==> config.mk <==
export PLATFORM = sky130hd
export DESIGN_NAME = rss_sequencer
export DESIGN_NICKNAME = d
export VERILOG_FILES = /design/src/inc/rss_pkg.sv /design/src/design/rss_filter.sv /design/src/design/rss_sequencer.sv
export SDC_FILE = /design/constraint.sdc
export NUM_CORES = 1
export LEC_CHECK = 0
export ABC_AREA = 1
export BUFFER_PORTS_ARGS = -buffer_cell sky130_fd_sc_hd__buf_2
export CAP_MARGIN = 10
export CORE_MARGIN = 3
export CORE_UTILIZATION = 59
export CTS_CLUSTER_DIAMETER = 120
export DETAILED_ROUTE_END_ITERATION = 8
export HOLD_SLACK_MARGIN = 0.1
export PLACE_DENSITY = 0.95
export SLEW_MARGIN = 40
export SYNTH_ARGS = -nofsm -noshare
export SYNTH_HDL_FRONTEND = slang
export SYNTH_SLANG_ARGS = --single-unit
==> constraint.sdc <==
create_clock -name clock -period 2.5 [get_ports clock]
set_clock_uncertainty 0.2 [all_clocks]
set_input_delay 0.25 -clock clock [delete_from_list [all_inputs] [get_ports clock]]
set_output_delay 0.25 -clock clock [all_outputs]
set_load 0.005 [all_outputs]
==> src/inc/rss_pkg.sv <==
// Constants, register map and carrier types of the reset source sequencer.
// Assumes one 10 MHz clock and configuration bits that are static after power-up.
// Summary of operation
// - Low supply holds reset, clears brown-out flag
// - Low-power and main brown-out requests are ORed
// - Off-in-sleep mode: low-power trip re-arms power-on
// - Low-power detector enabled only by its config
// - Pin reset off only when both bits zero
// - Low pin holds reset, short pulses filtered
// - Disabled pin is input, software pull-up
// - Watchdog reset clears its flag, updates timeout
// - Reset instruction clears its flag
// - Stack faults reset when enabled, set flag
// - Programming exit behaves as device reset
// - Power-up timer holds 64 ms after release
// - Start waits for timer, pin, oscillator
// - Execution begins ten cycles after pin rise
// - Resets load 0000h, wake-ups continue next
// - Power-on loads fixed cause and status values
// - Watchdog wake clears timeout and power-down
// - Interrupt wake pushes return, vectors 0004h
// - Pin reset clears its flag, sleep case
// - Soft brown-out enable resets 1, mode 01
// - Ready bit shows circuit active, reserved zero
// - Hardware sets flags active only, software free; re-arm reloads power-on cause
package rss_pkg;
    localparam int CLK_HZ        = 10_000_000;
    localparam int POWERUP_TIMER_MS       = 64;
    localparam int POWERUP_TIMER_CYC      = POWERUP_TIMER_MS * (CLK_HZ / 1000);
    localparam int MASTER_CLEAR_PIN_DLY_CYC  = 10;
    localparam int MASTER_CLEAR_PIN_FILT_CYC = 4;
    localparam int ANA_FILT_CYC  = 1;

    localparam logic [1:0] ADDR_BORCTL = 2'h0;
    localparam logic [1:0] ADDR_CAUSE  = 2'h1;
    localparam logic [1:0] ADDR_STATUS = 2'h2;

    localparam int BC_SOFT_BROWNOUT_ENABLE = 7;
    localparam int BC_RDY    = 0;
    localparam int CR_STACK_OVERFLOW_FLAG = 7;
    localparam int CR_STACK_UNDERFLOW_FLAG = 6;
    localparam int CR_WATCHDOG_RESET_FLAG   = 4;
    localparam int CR_PIN_RESET_FLAG  = 3;
    localparam int CR_RI     = 2;
    localparam int CR_POR    = 1;
    localparam int CR_BOR    = 0;
    localparam int ST_TO     = 4;
    localparam int ST_PD     = 3;

    localparam logic [7:0] BORCTL_RST = 8'h80;
    localparam logic [7:0] CAUSE_POR  = 8'h1C;
    localparam logic [7:0] CAUSE_MASK = 8'hDF;
    localparam logic [7:0] STATUS_RST = 8'h18;
    localparam logic [14:0] RESET_VEC = 15'h0000;
    localparam logic [14:0] INT_VEC   = 15'h0004;

    typedef enum logic [1:0] {
        BM_OFF     = 2'b00,
        BM_SW      = 2'b01,
        BM_NOSLEEP = 2'b10,
        BM_ON      = 2'b11
    } rss_bormode_t;

    typedef struct packed {
        rss_bormode_t bormode;
        logic         low_power_brownout_en;
        logic         master_clear_pin_en;
        logic         low_voltage_programming;
        logic         stack_rst_en;
        logic         powerup_timer_en_n;
        logic         ost_req;
    } rss_cfg_t;

    typedef struct packed {
        logic wdt_timeout;
        logic wdt_wake;
        logic int_wake;
        logic reset_instr;
        logic stk_ovf;
        logic stk_unf;
        logic prog_exit;
        logic sleep_enter;
        logic watchdog_clear_instruction;
        logic in_sleep;
    } rss_evt_t;
endpackage : rss_pkg

==> src/design/rss_filter.sv <==
// Two-flop synchroniser followed by a stability filter.
// Assumes the inputs are asynchronous; output moves only after FILT stable cycles.
`timescale 1ns/10ps
`default_nettype none
module rss_filter
    import rss_pkg::*;
#(
    parameter int W    = 1,
    parameter int FILT = 4
) (
    // Clock and reset
    input  wire logic         clock,
    input  wire logic         nrst,
    // Raw and filtered levels
    input  wire logic [W-1:0] raw,
    output logic      [W-1:0] filt
);
    localparam int CW = $clog2(FILT + 1);
    localparam logic [CW-1:0] LAST = CW'(FILT - 1);

    logic [W-1:0]  s1_reg;
    logic [W-1:0]  s2_reg;
    logic [CW-1:0] cnt_reg;

    always_ff @(posedge clock or negedge nrst) begin
        if (!nrst) begin
            s1_reg <= '0;
            s2_reg <= '0;
        end else begin
            s1_reg <= raw;
            s2_reg <= s1_reg;
        end
    end

    // A change must persist for FILT cycles, so short pulses never reach filt
    always_ff @(posedge clock or negedge nrst) begin
        if (!nrst) begin
            cnt_reg <= '0;
            filt    <= '0;
        end else if (s2_reg == filt) begin
            cnt_reg <= '0;
        end else if (cnt_reg == LAST) begin
            cnt_reg <= '0;
            filt    <= s2_reg;
        end else begin
            cnt_reg <= cnt_reg + CW'(1);
        end
    end
endmodule : rss_filter
`default_nettype wire

==> src/design/rss_sequencer.sv <==
// Reset source merger, start-up sequencer and reset cause registers.
// Assumes core events are one-cycle pulses on clock; pin and comparators are asynchronous.
//
// The placing of the registers and the strobed register port were decided locally.
`timescale 1ns/10ps
`default_nettype none
module rss_sequencer
    import rss_pkg::*;
#(
    parameter int POWERUP_TIMER_CYCLES = POWERUP_TIMER_CYC
) (
    // Clock and power-on reset
    input  wire logic        clock,
    input  wire logic        nrst,
    // Configuration and core events
    input  wire rss_cfg_t    cfg,
    input  wire rss_evt_t    evt,
    input  wire logic        global_interrupt_enable,
    input  wire logic [14:0] pc_plus1,
    input  wire logic        ost_done,
    // Pin and analog comparators
    input  wire logic        master_clear_pin_pin,
    input  wire logic        sw_pullup_en,
    input  wire logic        bor_trip,
    input  wire logic        low_power_brownout_trip,
    input  wire logic        bor_ready_in,
    // Register port
    input  wire logic [1:0]  addr,
    input  wire logic [7:0]  wdata,
    input  wire logic        wr,
    input  wire logic        rd,
    output logic      [7:0]  rdata,
    // Reset and restart outputs
    output logic             core_rst_n,
    output logic             restart,
    output logic      [14:0] restart_addr,
    output logic             push_return,
    output logic             pullup_en,
    output logic             gpio_in,
    output logic             bor_enable,
    output logic             por_rearm
);
    localparam int PW = $clog2(POWERUP_TIMER_CYCLES + 1);
    localparam int DW = $clog2(MASTER_CLEAR_PIN_DLY_CYC + 1);
    localparam logic [PW-1:0] POWERUP_TIMER_LAST = PW'(POWERUP_TIMER_CYCLES - 1);
    localparam logic [DW-1:0] DLY_LAST  = DW'(MASTER_CLEAR_PIN_DLY_CYC - 1);

    typedef enum logic [2:0] {S_HOLD, S_POWERUP_TIMER, S_WAIT, S_DELAY, S_RUN} rss_state_t;

    rss_state_t    state_reg;
    rss_state_t    state_next;
    logic [PW-1:0] powerup_timer_cnt_reg;
    logic [DW-1:0] dly_cnt_reg;
    logic          powerup_timer_arm_reg;
    logic [7:0]    borctl_reg;
    logic [7:0]    cause_reg;
    logic [7:0]    status_reg;
    logic          brown_q_reg;
    logic          master_clear_pin_q_reg;
    logic          vec_pend_reg;
    logic          master_clear_pin_s;
    logic [2:0]    ana_s;
    logic          bor_s;
    logic          low_power_brownout_s;
    logic          rdy_s;
    logic          bor_on;
    logic          brown_req;
    logic          master_clear_pin_active;
    logic          master_clear_pin_hold;
    logic          run;
    logic          soft_rst;
    logic          rearm_req;
    logic          osc_ok;
    logic          in_delay;

    // Pin gets a long filter; comparators only need a clean crossing
    rss_filter #(.W(1), .FILT(MASTER_CLEAR_PIN_FILT_CYC)) u_master_clear_pin_filt (
        .clock (clock),
        .nrst  (nrst),
        .raw   (master_clear_pin_pin),
        .filt  (master_clear_pin_s)
    );

    rss_filter #(.W(3), .FILT(ANA_FILT_CYC)) u_ana_filt (
        .clock (clock),
        .nrst  (nrst),
        .raw   ({bor_trip, low_power_brownout_trip, bor_ready_in}),
        .filt  (ana_s)
    );

    assign bor_s   = ana_s[2];
    assign low_power_brownout_s = ana_s[1];
    assign rdy_s   = ana_s[0];

    function automatic logic bor_mode_on(input rss_bormode_t m, input logic sb,
                                         input logic slp);
        unique case (m)
            BM_ON:      bor_mode_on = 1'b1;
            BM_NOSLEEP: bor_mode_on = !slp;
            BM_SW:      bor_mode_on = sb;
            BM_OFF:     bor_mode_on = 1'b0;
        endcase
    endfunction : bor_mode_on

    assign bor_on      = bor_mode_on(cfg.bormode, borctl_reg[BC_SOFT_BROWNOUT_ENABLE], evt.in_sleep);
    assign brown_req   = (bor_on && bor_s) || (cfg.low_power_brownout_en && low_power_brownout_s);
    assign rearm_req   = (cfg.bormode == BM_NOSLEEP) && cfg.low_power_brownout_en && low_power_brownout_s;
    assign master_clear_pin_active = cfg.master_clear_pin_en || cfg.low_voltage_programming;
    assign master_clear_pin_hold   = master_clear_pin_active && !master_clear_pin_s;
    assign run         = (state_reg == S_RUN);
    assign soft_rst    = evt.wdt_timeout || evt.reset_instr || evt.prog_exit
                      || (cfg.stack_rst_en && (evt.stk_ovf || evt.stk_unf));
    assign osc_ok      = !cfg.ost_req || ost_done;
    assign in_delay    = (state_reg == S_DELAY);

    // Merge every source into one reset and walk the start-up steps
    always_comb begin
        state_next = state_reg;
        unique case (state_reg)
            S_HOLD: begin
                if (!brown_req) begin
                    state_next = (powerup_timer_arm_reg && !cfg.powerup_timer_en_n) ? S_POWERUP_TIMER : S_WAIT;
                end
            end
            S_POWERUP_TIMER: begin
                if (powerup_timer_cnt_reg == POWERUP_TIMER_LAST) begin
                    state_next = S_WAIT;
                end
            end
            S_WAIT: begin
                if (osc_ok && !master_clear_pin_hold) begin
                    state_next = S_DELAY;
                end
            end
            S_DELAY: begin
                if (master_clear_pin_hold) begin
                    state_next = S_WAIT;
                end else if (dly_cnt_reg == DLY_LAST) begin
                    state_next = S_RUN;
                end
            end
            S_RUN: begin
                if (soft_rst) begin
                    state_next = S_HOLD;
                end else if (master_clear_pin_hold) begin
                    state_next = S_WAIT;
                end
            end
        endcase
        if (brown_req) begin
            state_next = S_HOLD;
        end
    end

    always_ff @(posedge clock or negedge nrst) begin
        if (!nrst) begin
            state_reg  <= S_HOLD;
            core_rst_n <= 1'b0;
        end else begin
            state_reg  <= state_next;
            core_rst_n <= (state_next == S_RUN);
        end
    end

    // Timer counts on its own; the pin is only looked at afterwards
    always_ff @(posedge clock or negedge nrst) begin
        if (!nrst) begin
            powerup_timer_cnt_reg <= '0;
            powerup_timer_arm_reg <= 1'b1;
            dly_cnt_reg  <= '0;
        end else begin
            powerup_timer_cnt_reg <= (state_reg == S_POWERUP_TIMER) ? powerup_timer_cnt_reg + PW'(1) : '0;
            dly_cnt_reg  <= (state_reg == S_DELAY) ? dly_cnt_reg + DW'(1) : '0;
            if (brown_req) begin
                powerup_timer_arm_reg <= 1'b1;
            end else if (state_reg == S_POWERUP_TIMER) begin
                powerup_timer_arm_reg <= 1'b0;
            end
        end
    end

    // Restart vector: reset vector on release, next address on wake-up
    always_ff @(posedge clock or negedge nrst) begin
        if (!nrst) begin
            restart      <= 1'b0;
            restart_addr <= RESET_VEC;
            push_return  <= 1'b0;
            vec_pend_reg <= 1'b0;
        end else begin
            restart      <= 1'b0;
            push_return  <= 1'b0;
            vec_pend_reg <= 1'b0;
            if (state_next == S_RUN && !run) begin
                restart      <= 1'b1;
                restart_addr <= RESET_VEC;
            end else if (vec_pend_reg && run) begin
                restart      <= 1'b1;
                restart_addr <= INT_VEC;
                push_return  <= 1'b1;
            end else if (run && !soft_rst && (evt.wdt_wake || evt.int_wake)) begin
                restart      <= 1'b1;
                restart_addr <= pc_plus1;
                vec_pend_reg <= evt.int_wake && global_interrupt_enable;
            end
        end
    end

    always_ff @(posedge clock or negedge nrst) begin
        if (!nrst) begin
            brown_q_reg <= 1'b0;
            // Filter starts low, so treat the pin as already held: no false pin event
            master_clear_pin_q_reg  <= 1'b1;
            por_rearm   <= 1'b0;
            pullup_en   <= 1'b1;
            gpio_in     <= 1'b0;
            bor_enable  <= 1'b0;
        end else begin
            brown_q_reg <= brown_req;
            master_clear_pin_q_reg  <= master_clear_pin_hold;
            por_rearm   <= rearm_req;
            pullup_en   <= master_clear_pin_active ? 1'b1 : sw_pullup_en;
            gpio_in     <= master_clear_pin_active ? 1'b0 : master_clear_pin_s;
            bor_enable  <= bor_on;
        end
    end

    // Cause flags: hardware only drives a flag active, except the re-arm load of power-on values; same-cycle event beats a write
    always_ff @(posedge clock or negedge nrst) begin
        if (!nrst) begin
            cause_reg  <= CAUSE_POR;
            status_reg <= STATUS_RST;
        end else begin
            if (wr && addr == ADDR_CAUSE) begin
                cause_reg <= wdata & CAUSE_MASK;
            end
            if (evt.watchdog_clear_instruction && run) begin
                status_reg[ST_TO] <= 1'b1;
                status_reg[ST_PD] <= 1'b1;
            end
            if (evt.sleep_enter && run) begin
                status_reg[ST_TO] <= 1'b1;
                status_reg[ST_PD] <= 1'b0;
            end
            if (run && evt.wdt_wake) begin
                status_reg[ST_TO] <= 1'b0;
                status_reg[ST_PD] <= 1'b0;
            end
            if (run && evt.int_wake) begin
                status_reg[ST_TO] <= 1'b1;
                status_reg[ST_PD] <= 1'b0;
            end
            if (evt.wdt_timeout) begin
                cause_reg[CR_WATCHDOG_RESET_FLAG] <= 1'b0;
                status_reg[ST_TO]  <= 1'b0;
            end
            if (evt.reset_instr) begin
                cause_reg[CR_RI] <= 1'b0;
            end
            if (cfg.stack_rst_en && evt.stk_ovf) begin
                cause_reg[CR_STACK_OVERFLOW_FLAG] <= 1'b1;
            end
            if (cfg.stack_rst_en && evt.stk_unf) begin
                cause_reg[CR_STACK_UNDERFLOW_FLAG] <= 1'b1;
            end
            if (master_clear_pin_hold && !master_clear_pin_q_reg) begin
                cause_reg[CR_PIN_RESET_FLAG] <= 1'b0;
                if (evt.in_sleep) begin
                    status_reg[ST_TO] <= 1'b1;
                    status_reg[ST_PD] <= 1'b0;
                end
            end
            if (brown_req && !brown_q_reg) begin
                status_reg <= STATUS_RST;
            end
            if (brown_req) begin
                cause_reg[CR_BOR] <= 1'b0;
            end
            if (rearm_req) begin
                cause_reg <= CAUSE_POR & ~(8'h01 << CR_BOR);
            end
        end
    end

    // Reserved bits 6:1 are never stored, so they always read zero
    always_ff @(posedge clock or negedge nrst) begin
        if (!nrst) begin
            borctl_reg <= BORCTL_RST;
        end else if (wr && addr == ADDR_BORCTL) begin
            borctl_reg[BC_SOFT_BROWNOUT_ENABLE] <= wdata[BC_SOFT_BROWNOUT_ENABLE];
        end
    end

    always_ff @(posedge clock or negedge nrst) begin
        if (!nrst) begin
            rdata <= '0;
        end else if (rd) begin
            unique case (addr)
                ADDR_BORCTL: rdata <= {borctl_reg[BC_SOFT_BROWNOUT_ENABLE], 6'h00, bor_on && rdy_s};
                ADDR_CAUSE:  rdata <= cause_reg;
                ADDR_STATUS: rdata <= status_reg;
                default:     rdata <= '0;
            endcase
        end else begin
            rdata <= '0;
        end
    end
endmodule : rss_sequencer
`default_nettype wire

## After elaboration in Yosys (flattened, before gate mapping)

Index checks and enable logic that the tools add are counted.

| storage, ports and cells | value |
|---|---|
| bits in registers | 88 |
| latch bits | 0 |
| memory bits (writable) | 0 |
| memory bits (read-only) | 0 |
| input port bits | 54 |
| word-level logic and storage cells | 159 |
| memories kept | 0 |

| operators by class | value |
|---|---|
| $add $sub $neg | 4 |
| $mul | 0 |
| div/mod/pow operators | 0 |
| magnitude comparators | 0 |
| equal/unequal tests | 15 |
| shift operators | 0 |
| multiplexer cells | 49 |
| bitwise logic cells | 3 |
| reductions and logical operators | 55 |

Operators by type and width:

| cell | count |
|---|---|
| 2-to-1 mux 15 bit | 3 |
| 2-to-1 mux 3 bit | 9 |
| logical AND 1 bit | 24 |
| 2-to-1 mux 8 bit | 3 |
| case mux 8 bit (3 select lines) | 1 |
| 2-to-1 mux 1 bit | 21 |
| nonzero test 3 bit | 7 |
| adder 20 x 1 -> 20 bit (second input constant) | 1 |
| == test 20 bit (second input constant) | 1 |
| 2-to-1 mux 20 bit | 1 |
| case mux 3 bit (5 select lines) | 1 |
| 2-to-1 mux 2 bit | 7 |
| == test 3 x 2 -> 1 bit (second input constant) | 3 |
| logical NOT 1 bit | 9 |
| logical OR 1 bit | 8 |
| == test 2 bit (second input constant) | 3 |
| == test 3 bit (second input constant) | 2 |
| 2-to-1 mux 5 bit | 1 |
| adder 4 x 1 -> 4 bit (second input constant) | 1 |
| == test 2 x 1 -> 1 bit (second input constant) | 2 |
| == test 4 bit (second input constant) | 1 |
| logical NOT 2 bit | 2 |
| 2-to-1 mux 4 bit | 1 |
| case mux 1 bit (4 select lines) | 1 |
| 9 further kinds | 13 |

## Depth between registers and ports, before layout

| depth | value |
|---|---|
| word-level depth | 10 |
| depth in mapped cells | 10 |
| depth with buffers taken out | 10 |

## Cells and area by module

Synthesis repeated with hierarchy kept, for this count alone.

| second synthesis, totals | value |
|---|---|
| cells, all modules | 470 |
| area total of the unflattened synthesis | 3966.3 um^2 |

By module, submodules not included:

| module | instances | cells an instance | area an instance (um^2) |
|---|---|---|---|
| rss_sequencer | 1 | 433 | 3490.8 |
| rss_filter (u_master_clear_pin_filt) | 1 | 25 | 239.0 |
| rss_filter (u_ana_filt) | 1 | 12 | 236.5 |

## Worst setup path before layout

No wires, ideal clock.

| path | value |
|---|---|
| path type | reg2reg |
| from | register powerup_timer_cnt_reg[0] |
| to | register powerup_timer_cnt_reg[16] |
| library setup time | 132 ps |
| data arrival time | 1310 ps |
| setup slack | 858 ps |
| cell stages (with the launch flop) | 9 |
| period minus slack after synthesis | 1642 ps |
| path through | dfrtp_1 ha_1 nand2_1 inv_1 nand2_1 nor2_1 nand3_1 xor2_1 nor2_1 |

| between the ends | value |
|---|---|
| longest elaborated chain between the ends | 2 |

RTL lines:

| item | line | text |
|---|---|---|
| from (decl) | rss_sequencer.sv:52 | `logic [PW-1:0] powerup_timer_cnt_reg;` |
| from (signal assigned) | rss_sequencer.sv:172 | `powerup_timer_cnt_reg <= (state_reg == S_POWERUP_TIMER) ? powerup_timer_cnt_reg + PW'(1) : '0;` |
| adder 20 x 1 -> 20 bit | rss_sequencer.sv:172 |  |
| 2-to-1 mux 20 bit | rss_sequencer.sv:172 |  |

No other way between the ends.
A chain may end at the register's enable or synchronous reset.

## Worst setup path in the final report

| path | value |
|---|---|
| from | input addr[1] |
| to | register rdata[0] |

| between the ends | value |
|---|---|
| longest elaborated chain between the ends | 3 |
| elaborated cells between the ends (all ways) | 5 |

RTL lines:

| item | line | text |
|---|---|---|
| from (decl) | rss_sequencer.sv:28 | `input wire logic [1:0] addr,` |
| == test 2 bit, or another cell as far along | rss_sequencer.sv:297 | `unique case (addr)` |
| case mux 8 bit (3 select lines) (*) | rss_sequencer.sv:297 |  |
| 2-to-1 mux 8 bit (*) | rss_sequencer.sv:296 | `end else if (rd) begin` |
| to (signal assigned) | rss_sequencer.sv:298 | `ADDR_BORCTL: rdata <= {borctl_reg[BC_SOFT_BROWNOUT_ENABLE], 6'h00, bor_on && rdy_s};` |
| to (signal assigned) | rss_sequencer.sv:299 | `ADDR_CAUSE: rdata <= cause_reg;` |
| to (signal assigned) | rss_sequencer.sv:300 | `ADDR_STATUS: rdata <= status_reg;` |
| to (decl) | rss_sequencer.sv:32 | `output logic [7:0] rdata,` |

Every way passes the cells marked *; elsewhere a longest branch is shown, timed or not.

==> run summary <==
Post-route ant nets - 0
Mean Syn Cell Area - 8.34 µm²
Yosys warns - 0
Worst-path cell chain - dlygate4sd3_1 > buf_2 > nor2_2 > dlygate4sd3_1 > nand3_2 > a21oi_2 > dlygate4sd3_1
Hpwl dp - 6460 µm
Fraction of layout cells with a size suffix above 1 - 21.8%
P_sw - 1.04 mW
Total number of vias - 4123
Startpoint types - input port
WS Path Type - in -> reg
Worst path max stage delay - 620 ps
Synth area leaders - dfrtp_1 48%, nand2_1 10%, inv_1 6.5%, nor2_1 6.5%, nand3_1 6.1%
Finished Layout Cells - 700
Rel. slew slack - 60.9%
Worst-path clk slew - 100 ps
Final Critical Period - 2460 ps
Worst-Margin Slew - 587 ps
Cell repeated most along the worst path - dlygate4sd3_1
Ant. Diodes - 0
Levels on crit path - 7
First-pass GRT wire length - 18500 µm
Drt wl/cell - 18.3 µm
Final net count - 676
Fin crit share - 98.5%
Worst vdd ir - 0.475 mV
Top cell type's share of synthesized area - 48.2%
Remaining Overflow, GRT - 0
Sequential power share - 48.0%
I/O pin cnt - 84
Final Slew Violations - 0
Fmax - 406 MHz
Worst Path Required - 2600 ps
Critical Path End Type - flop
CTS Buf Count - 9
HP Class - in -> reg
Chip width - 87.8 µm
Worst R2R Path Depth - 7
Flip-flop and latch count after synthesis - 85
Initial drt markers - 428
Placed insts - 625
Die span in y - 87.8 µm
Seq/Total Area, Yosys - 54.2%
Crit Path Max Fanout - 4
WP data arrival - 2570 ps
Worst-Skew Late Latency - 370 ps
Cell Rows - 29
Core area - 6420 µm²
Vias in the first global route - 3979
H-tree depth - 3
Max Cap Viol - 0
Post-Syn Instances - 473
Starting Density - 61.4%
Port Buffer Count - 81
Sw Share - 31.3%
Cell family with most CP delay - buffers and inverters
Initial antenna violation count - 0
Fill cells - 361
Synthesized area - 3950 µm²
Post-synth cell types - 37
Synth area leader - dfrtp_1
EDFF count, synth - 0
Number of flip-flops in the largest register - 20
# setup viols final - 0
FFs w/ async S/R, synth - 100%
Slowest cell on crit path - dlygate4sd3_1
Status - complete, no violations
Clock Power Share - 31.3%
Via/cell ratio - 5.89
CTS tree - done
CP bufs+invs - 4
Mapped Nets - 531
Total global-route track usage - 31.3%
WHS Path Cells - 6
Die area - 7700 µm²
Area grow syn2layout - 32.7%
CTS Sinks - 85
Drt pass-1 iters - 8
Root Driver - clkbuf_8
Total wire length - 12800 µm
Pwr per Cell Area - 634 nW/µm²
Final GP Congestion - 0.886
Post-synth top flop - dfrtp_1
DRC violations left - 0
Worst hold slack - 119 ps
Comb pwr share - 20.7%
Pint - 2.28 mW
Final Hold Vio Count - 0
Leak pwr - 2.67 nW
Pwr Total - 3.32 mW
Pin count of the biggest net entering global routing - 45
Maximum buffer depth of the clock tree - 2
[stage by stage]
stage / area [µm²] / setup slack, ps / setup TNS (ps) / util (%)
after detailed placement: 4430 / 562 / 0 / 68.9
after CTS: 5180 / 100 / 0 / 80.7
after floorplan: 3950 / 858 / 0 / -
final: 5240 / 38.7 / 0 / 81.5
after global placement: 4430 / 611 / 0 / 68.9
after global routing: 5240 / -5.68 / -5.68 / 81.5
[layout make-up]
cell class,instances,area (µm²),area share (%)
timing repair buffer,145,1040,19.9
clock buffer,11,141,2.70
inverter,72,270,5.16
tap,77,96.3,1.84
sequential,85,2140,40.8
multi-input combinational,305,1490,28.4
clock inverter,5,60.1,1.15
[placed cells by master, fill, tap and decap left out, types with 3 or more instances in the layout]
master,instances
nand2_1,104
buf_2,80
dfrtp_1,76
inv_1,68
nor2_1,67
dlygate4sd3_1,54
nand3_1,47
a21oi_1,13
o21ai_0,12
nor3_1,10
clkbuf_8,10
nand4_1,9
dfstp_2,9
buf_4,9
xor2_1,5
inv_2,4
a31oi_1,4
ha_1,4
nand2_2,3
[layer usage]
metal / routed length, µm / GRT usage [%] / vias up
met2: 6250 / 52.9 / 309
met4: 915 / 20.6 / 2
met1: 4400 / 35.5 / 1951
met5: 42 / 0 / -
met3: 1180 / 7.06 / 85
li1: - / - / 1776
[Yosys cell counts (3+ instances only)]
cell and count:
ha_1 4, a21oi_1 14, nand4_1 9, xor2_1 5, o21ai_0 12, inv_2 4, clkbuf_1 6, dfrtp_1 76
nor3_1 10, nand2_1 105, buf_6 3, nand3_1 48, inv_1 68, nor2_1 68, dfstp_2 9, a31oi_1 4
[timing repair]
action | 4_1_cts | 5_1_grt
resized for setup | 0 | 7
endpoints found under the setup margin | 0 | 4
hold endpoints to repair | 84 | 1
hold buffers | 55 | 2
buffers inserted | 0 | 4
[worst register-to-register path, delay by kind of cell, from the launching register on]
family	cells	cell delay, ps
buffers and inverters	2	1120
and+or+nand+nor	4	340
AOI/OAI and AO/OA	1	120
DFF	1	570
[power groups by stage]
stage | clock network (mW) | logic, mW | registers, mW
detailed placement | 0 | 0.537 | 1.60
global route | 1.09 | 0.757 | 1.61
CTS | 0.990 | 0.627 | 1.58
finish | 1.04 | 0.687 | 1.59
floorplan | 0 | 0.344 | 1.59
global placement | 0 | 0.512 | 1.60
[cell families (layout without fill, tap and decap cells)]
logic type	Yosys count	count (layout)	synth area share [%]
xor gates and xnor gates	7	7	1.55
other	1	1	0.0951
DFF	85	85	54.2
AOI/OAI and AO/OA	37	37	5.42
and+or+nand+nor	256	256	28.8
adders and majority gates	4	4	1.27
buffers and inverters	83	233	8.66
[worst paths after layout]
kind	from	endpoint	slack (ps)
max in group asynchronous	nrst	powerup_timer_arm_reg	1190
hold reg to reg	u_master_clear_pin_filt.s1_reg	u_master_clear_pin_filt.s2_reg	150
setup reg to reg	borctl_reg[7]	rdata[0]	80
min in group asynchronous	nrst	bor_enable	220
setup / recovery	addr[1]	rdata[0]	40
hold / removal	cfg[1]	state_reg[0]	120
Note: power is estimated with default switching activity, not from simulation.
